<file path="src/tap_pkg.sv">
// constants shared by the test access port files
package tap_pkg;

    // ************************************************************
    // instruction register
    // ************************************************************
    localparam int          IR_WIDTH     = 4;
    localparam logic [3:0]  IR_CAPTURE   = 4'h1;
    localparam logic [3:0]  INS_EXTEST   = 4'h0;
    localparam logic [3:0]  INS_IDCODE   = 4'h2;
    localparam logic [3:0]  INS_BYPASS   = 4'hF;

    // ************************************************************
    // identification register
    // ************************************************************
    localparam int          ID_WIDTH     = 32;
    // value is arbitrary, bit 0 must be one
    localparam logic [31:0] ID_DEFAULT   = 32'h0000_1001;

    // ************************************************************
    // controller states, one-hot
    // ************************************************************
    typedef enum logic [15:0] {
        ST_RESET     = 16'h0001,
        ST_IDLE      = 16'h0002,
        ST_SEL_DR    = 16'h0004,
        ST_CAP_DR    = 16'h0008,
        ST_SHIFT_DR  = 16'h0010,
        ST_EXIT1_DR  = 16'h0020,
        ST_PAUSE_DR  = 16'h0040,
        ST_EXIT2_DR  = 16'h0080,
        ST_UPD_DR    = 16'h0100,
        ST_SEL_IR    = 16'h0200,
        ST_CAP_IR    = 16'h0400,
        ST_SHIFT_IR  = 16'h0800,
        ST_EXIT1_IR  = 16'h1000,
        ST_PAUSE_IR  = 16'h2000,
        ST_EXIT2_IR  = 16'h4000,
        ST_UPD_IR    = 16'h8000
    } tap_state_t;

endpackage

</file>
<file path="src/jtag_test_access_port.sv">
// boundary-scan test access port driven by a sampled test clock
// What this block does
// - mode select and data in are taken at each test clock rising edge only
// - data out changes at the test clock falling edge while shifting
// - data out is released except in data or instruction shift states and until the next falling edge after them
// - test reset forces the controller to reset on the system clock, no test clock edge needed
// - one mode-select bit per rising edge walks the controller states
// - data in feeds the selected instruction, identification or bypass register
`timescale 1ns/1ps
module jtag_test_access_port #(
    parameter logic [31:0] ID_VALUE = tap_pkg::ID_DEFAULT
) (
    input  wire logic clk,
    input  wire logic resetn,
    input  wire logic testClk,
    input  wire logic modeSel,
    input  wire logic testDataIn,
    input  wire logic testResetn,
    output logic      testDataOut,
    output logic      testDataOutEn
);

    // ************************************************************
    // pin sampling
    // ************************************************************
    logic [3:0] pinSync;
    logic       tckPrev_q;

    pin_sync #(.WIDTH(4)) u_sync (
        .clk    (clk),
        .resetn (resetn),
        .async  ({testResetn, testClk, modeSel, testDataIn}),
        .sync   (pinSync)
    );

    wire trstActive = !pinSync[3];
    wire tckS       = pinSync[2];
    wire tmsS       = pinSync[1];
    wire tdiS       = pinSync[0];
    wire tckRise    = tckS && !tckPrev_q;
    wire tckFall    = !tckS && tckPrev_q;

    always_ff @(posedge clk) begin
        if (!resetn) tckPrev_q <= 1'b0;
        else         tckPrev_q <= tckS;
    end

    // ************************************************************
    // controller
    // ************************************************************
    tap_pkg::tap_state_t state_q, state_d;

    always_comb begin
        unique case (state_q)
            tap_pkg::ST_RESET:    state_d = tmsS ? tap_pkg::ST_RESET   : tap_pkg::ST_IDLE;
            tap_pkg::ST_IDLE:     state_d = tmsS ? tap_pkg::ST_SEL_DR  : tap_pkg::ST_IDLE;
            tap_pkg::ST_SEL_DR:   state_d = tmsS ? tap_pkg::ST_SEL_IR  : tap_pkg::ST_CAP_DR;
            tap_pkg::ST_CAP_DR:   state_d = tmsS ? tap_pkg::ST_EXIT1_DR : tap_pkg::ST_SHIFT_DR;
            tap_pkg::ST_SHIFT_DR: state_d = tmsS ? tap_pkg::ST_EXIT1_DR : tap_pkg::ST_SHIFT_DR;
            tap_pkg::ST_EXIT1_DR: state_d = tmsS ? tap_pkg::ST_UPD_DR  : tap_pkg::ST_PAUSE_DR;
            tap_pkg::ST_PAUSE_DR: state_d = tmsS ? tap_pkg::ST_EXIT2_DR : tap_pkg::ST_PAUSE_DR;
            tap_pkg::ST_EXIT2_DR: state_d = tmsS ? tap_pkg::ST_UPD_DR  : tap_pkg::ST_SHIFT_DR;
            tap_pkg::ST_UPD_DR:   state_d = tmsS ? tap_pkg::ST_SEL_DR  : tap_pkg::ST_IDLE;
            tap_pkg::ST_SEL_IR:   state_d = tmsS ? tap_pkg::ST_RESET   : tap_pkg::ST_CAP_IR;
            tap_pkg::ST_CAP_IR:   state_d = tmsS ? tap_pkg::ST_EXIT1_IR : tap_pkg::ST_SHIFT_IR;
            tap_pkg::ST_SHIFT_IR: state_d = tmsS ? tap_pkg::ST_EXIT1_IR : tap_pkg::ST_SHIFT_IR;
            tap_pkg::ST_EXIT1_IR: state_d = tmsS ? tap_pkg::ST_UPD_IR  : tap_pkg::ST_PAUSE_IR;
            tap_pkg::ST_PAUSE_IR: state_d = tmsS ? tap_pkg::ST_EXIT2_IR : tap_pkg::ST_PAUSE_IR;
            tap_pkg::ST_EXIT2_IR: state_d = tmsS ? tap_pkg::ST_UPD_IR  : tap_pkg::ST_SHIFT_IR;
            tap_pkg::ST_UPD_IR:   state_d = tmsS ? tap_pkg::ST_SEL_DR  : tap_pkg::ST_IDLE;
            default:              state_d = tap_pkg::ST_RESET;
        endcase
    end

    // test reset wins on any cycle, without a test clock edge
    always_ff @(posedge clk) begin
        if (!resetn || trstActive) state_q <= tap_pkg::ST_RESET;
        else if (tckRise)          state_q <= state_d;
    end

    // ************************************************************
    // registers
    // ************************************************************
    logic [tap_pkg::IR_WIDTH-1:0] irShift_q, ir_q;
    logic [tap_pkg::ID_WIDTH-1:0] idShift_q;
    logic                         bypass_q;

    wire inReset  = state_q == tap_pkg::ST_RESET;
    wire capIr    = state_q == tap_pkg::ST_CAP_IR;
    wire shIr     = state_q == tap_pkg::ST_SHIFT_IR;
    wire updIr    = state_q == tap_pkg::ST_UPD_IR;
    wire capDr    = state_q == tap_pkg::ST_CAP_DR;
    wire shDr     = state_q == tap_pkg::ST_SHIFT_DR;
    wire selId    = ir_q == tap_pkg::INS_IDCODE;
    wire selByp   = !selId;
    wire shifting = shIr || shDr;

    always_ff @(posedge clk) begin
        if (!resetn || inReset) ir_q <= tap_pkg::INS_IDCODE;
        else if (tckRise && updIr) ir_q <= irShift_q;
    end

    always_ff @(posedge clk) begin
        if (!resetn) irShift_q <= '0;
        else if (tckRise && capIr) irShift_q <= tap_pkg::IR_CAPTURE;
        else if (tckRise && shIr) irShift_q <= {tdiS, irShift_q[tap_pkg::IR_WIDTH-1:1]};
    end

    always_ff @(posedge clk) begin
        if (!resetn) idShift_q <= '0;
        else if (tckRise && capDr && selId) idShift_q <= ID_VALUE;
        else if (tckRise && shDr && selId) idShift_q <= {tdiS, idShift_q[tap_pkg::ID_WIDTH-1:1]};
    end

    always_ff @(posedge clk) begin
        if (!resetn) bypass_q <= 1'b0;
        else if (tckRise && capDr && selByp) bypass_q <= 1'b0;
        else if (tckRise && shDr && selByp) bypass_q <= tdiS;
    end

    // ************************************************************
    // serial output on falling edge
    // ************************************************************
    wire drBit  = selId ? idShift_q[0] : bypass_q;
    wire outBit = shIr ? irShift_q[0] : drBit;

    always_ff @(posedge clk) begin
        if (!resetn || trstActive) begin
            testDataOut   <= 1'b0;
            testDataOutEn <= 1'b0;
        end else if (tckFall) begin
            testDataOut   <= shifting ? outBit : 1'b0;
            testDataOutEn <= shifting;
        end
    end

    // ************************************************************
    // checks: pins and controller
    // ************************************************************
    // test reset acts on the next clock, no test clock edge needed
    trst_async_a: assert property (@(posedge clk) disable iff (!resetn)
        trstActive |=> state_q == tap_pkg::ST_RESET)
        else $error("test reset not honoured");
    state_hold_a: assert property (@(posedge clk) disable iff (!resetn)
        !tckRise && !trstActive |=> $stable(state_q))
        else $error("state moved without rising edge");
    five_ones_a: assert property (@(posedge clk) disable iff (!resetn)
        tckRise && tmsS && state_q == tap_pkg::ST_SEL_IR && !trstActive |=> inReset)
        else $error("select-ir with mode one not to reset");
    sel_dr_a: assert property (@(posedge clk) disable iff (!resetn)
        tckRise && tmsS && !trstActive && state_q == tap_pkg::ST_IDLE |=> state_q == tap_pkg::ST_SEL_DR)
        else $error("idle with mode one not to select-dr");
    sel_ir_a: assert property (@(posedge clk) disable iff (!resetn)
        tckRise && tmsS && !trstActive && state_q == tap_pkg::ST_SEL_DR |=> state_q == tap_pkg::ST_SEL_IR)
        else $error("select-dr with mode one not to select-ir");
    resume_ir_a: assert property (@(posedge clk) disable iff (!resetn)
        tckRise && !tmsS && !trstActive && state_q == tap_pkg::ST_EXIT2_IR |=> shIr)
        else $error("exit2-ir with mode zero not back to shift");
    reset_hold_a: assert property (@(posedge clk) disable iff (!resetn)
        tckRise && tmsS && inReset |=> inReset)
        else $error("reset left with mode one");
    state_onehot_a: assert property (@(posedge clk) disable iff (!resetn)
        $onehot(state_q))
        else $error("controller state not one-hot");
    id_after_reset_a: assert property (@(posedge clk) disable iff (!resetn)
        inReset |=> selId)
        else $error("identification not selected after reset");

    // ************************************************************
    // checks: shift registers
    // ************************************************************
    ir_update_a: assert property (@(posedge clk) disable iff (!resetn)
        tckRise && updIr && !trstActive |=> ir_q == $past(irShift_q))
        else $error("instruction not updated");
    ir_capture_a: assert property (@(posedge clk) disable iff (!resetn)
        tckRise && capIr |=> irShift_q == tap_pkg::IR_CAPTURE)
        else $error("instruction capture value wrong");
    ir_shift_a: assert property (@(posedge clk) disable iff (!resetn)
        tckRise && shIr |=> irShift_q[tap_pkg::IR_WIDTH-1] == $past(tdiS))
        else $error("instruction shift did not take data in");
    id_capture_a: assert property (@(posedge clk) disable iff (!resetn)
        tckRise && capDr && selId |=> idShift_q == ID_VALUE)
        else $error("identification capture value wrong");
    id_shift_a: assert property (@(posedge clk) disable iff (!resetn)
        tckRise && shDr && selId |=> idShift_q[tap_pkg::ID_WIDTH-1] == $past(tdiS))
        else $error("identification shift did not take data in");
    byp_capture_a: assert property (@(posedge clk) disable iff (!resetn)
        tckRise && capDr && selByp |=> !bypass_q)
        else $error("bypass did not capture zero");
    byp_shift_a: assert property (@(posedge clk) disable iff (!resetn)
        tckRise && shDr && selByp && !trstActive |=> bypass_q == $past(tdiS))
        else $error("bypass did not take data in");
    // shift registers move only on a sampled rising edge
    data_hold_a: assert property (@(posedge clk) disable iff (!resetn)
        !tckRise |=> $stable(irShift_q) && $stable(idShift_q) && $stable(bypass_q))
        else $error("shift register moved without rising edge");

    // ************************************************************
    // checks: serial output
    // ************************************************************
    // enable may outlast the shift state by one exit state, until the next fall
    out_release_a: assert property (@(posedge clk) disable iff (!resetn)
        testDataOutEn |-> shifting || state_q == tap_pkg::ST_EXIT1_DR || state_q == tap_pkg::ST_EXIT1_IR)
        else $error("data out driven outside shift");
    out_off_a: assert property (@(posedge clk) disable iff (!resetn)
        tckFall && !trstActive && !shifting |=> !testDataOutEn)
        else $error("data out not released at fall");
    en_on_a: assert property (@(posedge clk) disable iff (!resetn)
        tckFall && !trstActive && shifting |=> testDataOutEn)
        else $error("data out not driven while shifting");
    out_fall_a: assert property (@(posedge clk) disable iff (!resetn)
        $changed(testDataOut) |-> $past(tckFall) || $past(trstActive))
        else $error("data out changed off falling edge");
    trst_out_a: assert property (@(posedge clk) disable iff (!resetn)
        trstActive |=> !testDataOutEn && !testDataOut)
        else $error("data out not released by test reset");

    // ************************************************************
    // cover
    // ************************************************************
    cov_shift_dr: cover property (@(posedge clk) shDr && tckRise && selId);
    cov_shift_ir: cover property (@(posedge clk) shIr && tckRise);
    cov_bypass:   cover property (@(posedge clk) shDr && selByp && testDataOutEn);
    cov_trst:     cover property (@(posedge clk) trstActive && !inReset);
    cov_pause_ir: cover property (@(posedge clk) state_q == tap_pkg::ST_PAUSE_IR && tckRise);

endmodule // jtag_test_access_port

</file>
<file path="src/pin_sync.sv">
// two-stage synchroniser for a group of pins
`timescale 1ns/1ps
module pin_sync #(
    parameter int WIDTH = 1
) (
    input  wire logic             clk,
    input  wire logic             resetn,
    input  wire logic [WIDTH-1:0] async,
    output logic      [WIDTH-1:0] sync
);
    logic [WIDTH-1:0] meta_q;

    always_ff @(posedge clk) begin
        if (!resetn) begin
            meta_q <= '0;
            sync   <= '0;
        end else begin
            meta_q <= async;
            sync   <= meta_q;
        end
    end
endmodule // pin_sync

</file>
<file path="config.mk">
export PLATFORM = sky130hd
export DESIGN_NAME = jtag_test_access_port
export DESIGN_NICKNAME = d
export VERILOG_FILES = /design/src/tap_pkg.sv /design/src/jtag_test_access_port.sv /design/src/pin_sync.sv
export SDC_FILE = /design/constraint.sdc
export NUM_CORES = 1
export LEC_CHECK = 0
export BUFFER_PORTS_ARGS = -buffer_cell sky130_fd_sc_hd__buf_4
export CAP_MARGIN = 20
export CORE_MARGIN = 1
export CORE_UTILIZATION = 50
export CTS_CLUSTER_DIAMETER = 50
export DETAILED_ROUTE_END_ITERATION = 10
export PLACE_DENSITY = 0.66
export SYNTH_ARGS = -nofsm -noshare
export SYNTH_HDL_FRONTEND = slang
export SYNTH_HIERARCHICAL = 1
export SYNTH_SLANG_ARGS = --single-unit
</file>
<file path="constraint.sdc">
create_clock -name clk -period 2.5 [get_ports clk]
set_input_delay 0.375 -clock clk [delete_from_list [all_inputs] [get_ports clk]]
set_output_delay 0.375 -clock clk [all_outputs]
set_load 0.01 [all_outputs]
</file>
==> key figures <==
Status
  – Run status: finished clean

Clocking
  – CTS root buffer: sky130_fd_sc_hd__clkbuf_8
  – Clock insertion delay at the later pin of the skew report: 340 ps
  – Sink count of the clock tree: 68
  – Max Buffers Root-to-Sink: 2
  – TritonCTS clock tree: done
  – Clock transition at the register clock pins on the worst setup and hold paths after CTS: 80 ps
  – Number of hold buffers added after cts: 0
  – Buffers inserted during post-CTS setup optimization: 0
  – CTS HTree Levels: 3
  – Number of buffers inserted during clock tree synthesis: 9
  – Number of instances resized during post-cts repair: 0

Critical path
  – Critical-path maximum fanout: 32
  – Element type at the critical path end: flop
  – Reg-to-reg setup timing slack: 330 ps
  – Arrival time of the worst setup path: 2430 ps
  – Worst-case reg-to-reg path depth: 6
  – CP Data Required Time: 2760 ps
  – Startpoint of the worst-slack reg-to-reg timing path: state_q[11]$_SDFFE_PP0P_
  – Setup crit start kind: flop
  – Capture point of the worst path: idShift_q[12]$_SDFFE_PN0P_
  – Critical path launch point: state_q[11]$_SDFFE_PP0P_
  – Endpoint of the worst register-to-register path: idShift_q[12]$_SDFFE_PN0P_
  – Worst setup path category: flop to flop

Power
  – Worst voltage drop across the vdd grid: 0.000512 V
  – Power density over cell area: 686 mW/mm2
  – Net Sw Power: 456 uW
  – Leakage: 0.00114 uW
  – Relative contribution of sequential cells to total power: 0.449
  – Fraction of power consumed by the clock network: 0.529
  – Internal portion of total power: 1980 uW
  – Overall power of the completed layout: 2440 uW
  – Combinational share of power: 0.022
  – Switching portion of total power: 0.187

Synthesis
  – Sequential fraction of the synthesis area: 0.433
  – Combined area of all synthesized cells: 0.00315 mm2
  – Synthesis Warnings: 6
  – Dominant register cell in the synthesized netlist: sky130_fd_sc_hd__dfxtp_1
  – Post-Syn Nets: 360
  – Post-synthesis instance total: 354
  – Syn_area_per_cell: 8.89 um2
  – Number of flip-flops and latches in the synthesized netlist: 68
  – Async S/R FF share, synth: 0
  – Unique cell type count in the Yosys netlist: 47
  – Post-synth EDFFs: 0

Finish
  – Layout cells sized above 1: 0.264
  – Post-route design area: 0.00355 mm2
  – Antenna Cells: 0
  – Fill cells: 524
  – Commonest cells after routing, fill and taps aside: sky130_fd_sc_hd__dfxtp_1, sky130_fd_sc_hd__nand2_1, sky130_fd_sc_hd__a21oi_2
  – Layout overhead on the synthesized area: 12.9%
  – Leading cell type in the layout, fill and taps excluded: sky130_fd_sc_hd__dfxtp_1
  – Count of nets after finishing: 365
  – Non-filler instance count after layout: 439

Worst hold path
  – Worst min-delay path category: primary input to flop

Run
  – Maximum Capacitance Violations: 0

Route
  – DRC violation count after routing: 0
  – Via count normalized by instance count: 5.67
  – Drt initial violations: 207
  – Final routed wire length divided by cell count: 14.2 um
  – Total via count in the routed design: 2487
  – Remaining number of nets flagged by the antenna check after routing: 0
  – Initial DRT Pass Iterations: 4
  – Final routed wirelength across all metal layers: 6250 um

Timing
  – Max-slew violation count: 0
  – Setup violations, final: 0
  – Fmax achieved: 0.461 GHz
  – Share of the clock period used by the worst path after layout: 0.868
  – Headroom to the max-slew limit: 0.613
  – Worst-margin pin slew: 579 ps
  – Setup TNS after final layout: 0 ps
  – Setup repair after global routing missed its margin: no
  – Hold Vio Cnt, Final: 0
  – Post-route minimum period: 2170 ps
  – Final worst clock skew: 9.13 ps

Placement
  – Number of cells in the design after placement: 423
  – Total cell area at the placement stage: 0.00327 mm2
  – Dpl hpwl: 4060 um
  – Final Wtd Congestion: 0.921
  – IO Port Bufs: 7

Die
  – Area of the die: 0.00661 mm2
  – Placeable core area: 0.00599 mm2
  – Effective utilization at floorplan: 0.525
  – Die Span X: 81.3 um
  – Die height: 81.3 um
  – Total number of placement rows: 28
  – Boundary Pins: 8

Global route
  – GRT Residual Overflow: 0
  – Number of antenna violations at the first check in global routing: 0
  – Global-route wire length before repair: 10400 um
  – Largest net degree at the start of global routing: 33
  – Overall global routing resource usage: 0.208
  – Vias in the first global route: 2141
state kept, by name (all words and copies together), names as in the netlist:
name,flops
testDataOut,1
u_sync/sync,4
state_q,16
testDataOutEn,1
tckPrev_q,1
ir_q,4
u_sync/meta_q,4
irShift_q,4
idShift_q,32
bypass_q,1
cell usage after synthesis (5+ instances only):
master | n | area share
sky130_fd_sc_hd__dfxtp_1 | 68 | 0.43
sky130_fd_sc_hd__nand2_1 | 59 | 0.070
sky130_fd_sc_hd__a21oi_2 | 30 | 0.083
sky130_fd_sc_hd__nor2_1 | 24 | 0.029
sky130_fd_sc_hd__nand2_2 | 17 | 0.034
sky130_fd_sc_hd__clkbuf_1 | 15 | 0.018
sky130_fd_sc_hd__a21oi_1 | 12 | 0.019
sky130_fd_sc_hd__and2_1 | 12 | 0.024
sky130_fd_sc_hd__nor3_1 | 8 | 0.013
sky130_fd_sc_hd__nand3_1 | 7 | 0.011
sky130_fd_sc_hd__nor4_1 | 7 | 0.014
sky130_fd_sc_hd__o21ai_0 | 7 | 0.011
sky130_fd_sc_hd__nand4_1 | 6 | 0.012
sky130_fd_sc_hd__xnor2_1 | 6 | 0.017
sky130_fd_sc_hd__nor4_2 | 5 | 0.020
sky130_fd_sc_hd__nor4b_1 | 5 | 0.014
routing by layer:
metal / vias up / share of wire / global-route usage
li1: 1250 / - / -
met1: 1162 / 0.49 / 0.302
met2: 66 / 0.44 / 0.288
met3: 9 / 0.060 / 0.0573
met4: 0 / 0.011 / 0.0821
met5: - / 0 / 0
worst min-delay path by stage:
stage | from | to | slack [ps] | cells after the start
floorplan | u_sync/meta_q[2]$_SDFF_PN0_ | u_sync/sync[2]$_SDFF_PN0_ | 410 | 1
global placement | u_sync/meta_q[2]$_SDFF_PN0_ | u_sync/sync[2]$_SDFF_PN0_ | 410 | 1
detailed placement | u_sync/meta_q[2]$_SDFF_PN0_ | u_sync/sync[2]$_SDFF_PN0_ | 420 | 1
CTS | testResetn | u_sync/meta_q[3]$_SDFF_PN0_ | 230 | 2
global route | testResetn | u_sync/meta_q[3]$_SDFF_PN0_ | 220 | 2
finish | testResetn | u_sync/meta_q[3]$_SDFF_PN0_ | 240 | 2
cell families (layout without fill, tap and decap cells):
family,count (synthesis),after routing,synth area share
mux,3,3,0.00954
compound gates,73,73,0.177
flops,68,68,0.433
simple gates,174,174,0.303
xor+xnor,7,7,0.0195
buf+inv,29,39,0.0584
power by group through the flow:
stage / Clock (uW) / Combinational, uW / Sequential (uW)
after floorplan: 0 / 32.9 / 1120
final: 1290 / 54.6 / 1090
after global routing: 1360 / 59.5 / 1090
after CTS: 1320 / 55.0 / 1090
after detailed placement: 0 / 54.5 / 1120
after global placement: 0 / 54.5 / 1120
worst max-delay path, stage by stage (launching register included):
cell and delay [ps]:
sky130_fd_sc_hd__dfxtp_1 410, sky130_fd_sc_hd__or4_1 660, sky130_fd_sc_hd__nor4_4 270, sky130_fd_sc_hd__and4_1 290
sky130_fd_sc_hd__buf_12 220, sky130_fd_sc_hd__nor3_1 70, sky130_fd_sc_hd__nor3b_1 170
metrics by stage:
step | hold slack (ps) | setup WS [ps] | utilization
2_1_floorplan | 406 | 525 | -
6_report | 238 | 330 | 0.593
3_3_place_gp | 414 | 353 | 0.545
5_1_grt | 225 | 153 | 0.593
4_1_cts | 230 | 314 | 0.593
3_5_place_dp | 415 | 333 | 0.545
final cells by class:
type	instances	area, um2	area share
sequential	68	1360	0.383
clock inverter	6	159	0.0447
inverter	1	3.75	0.00106
timing repair buffer	22	203	0.0571
tap	75	93.8	0.0264
clock buffer	10	128	0.0359
multi-input combinational	257	1600	0.452
No activity file was read; power rests on OpenSTA's default activity.
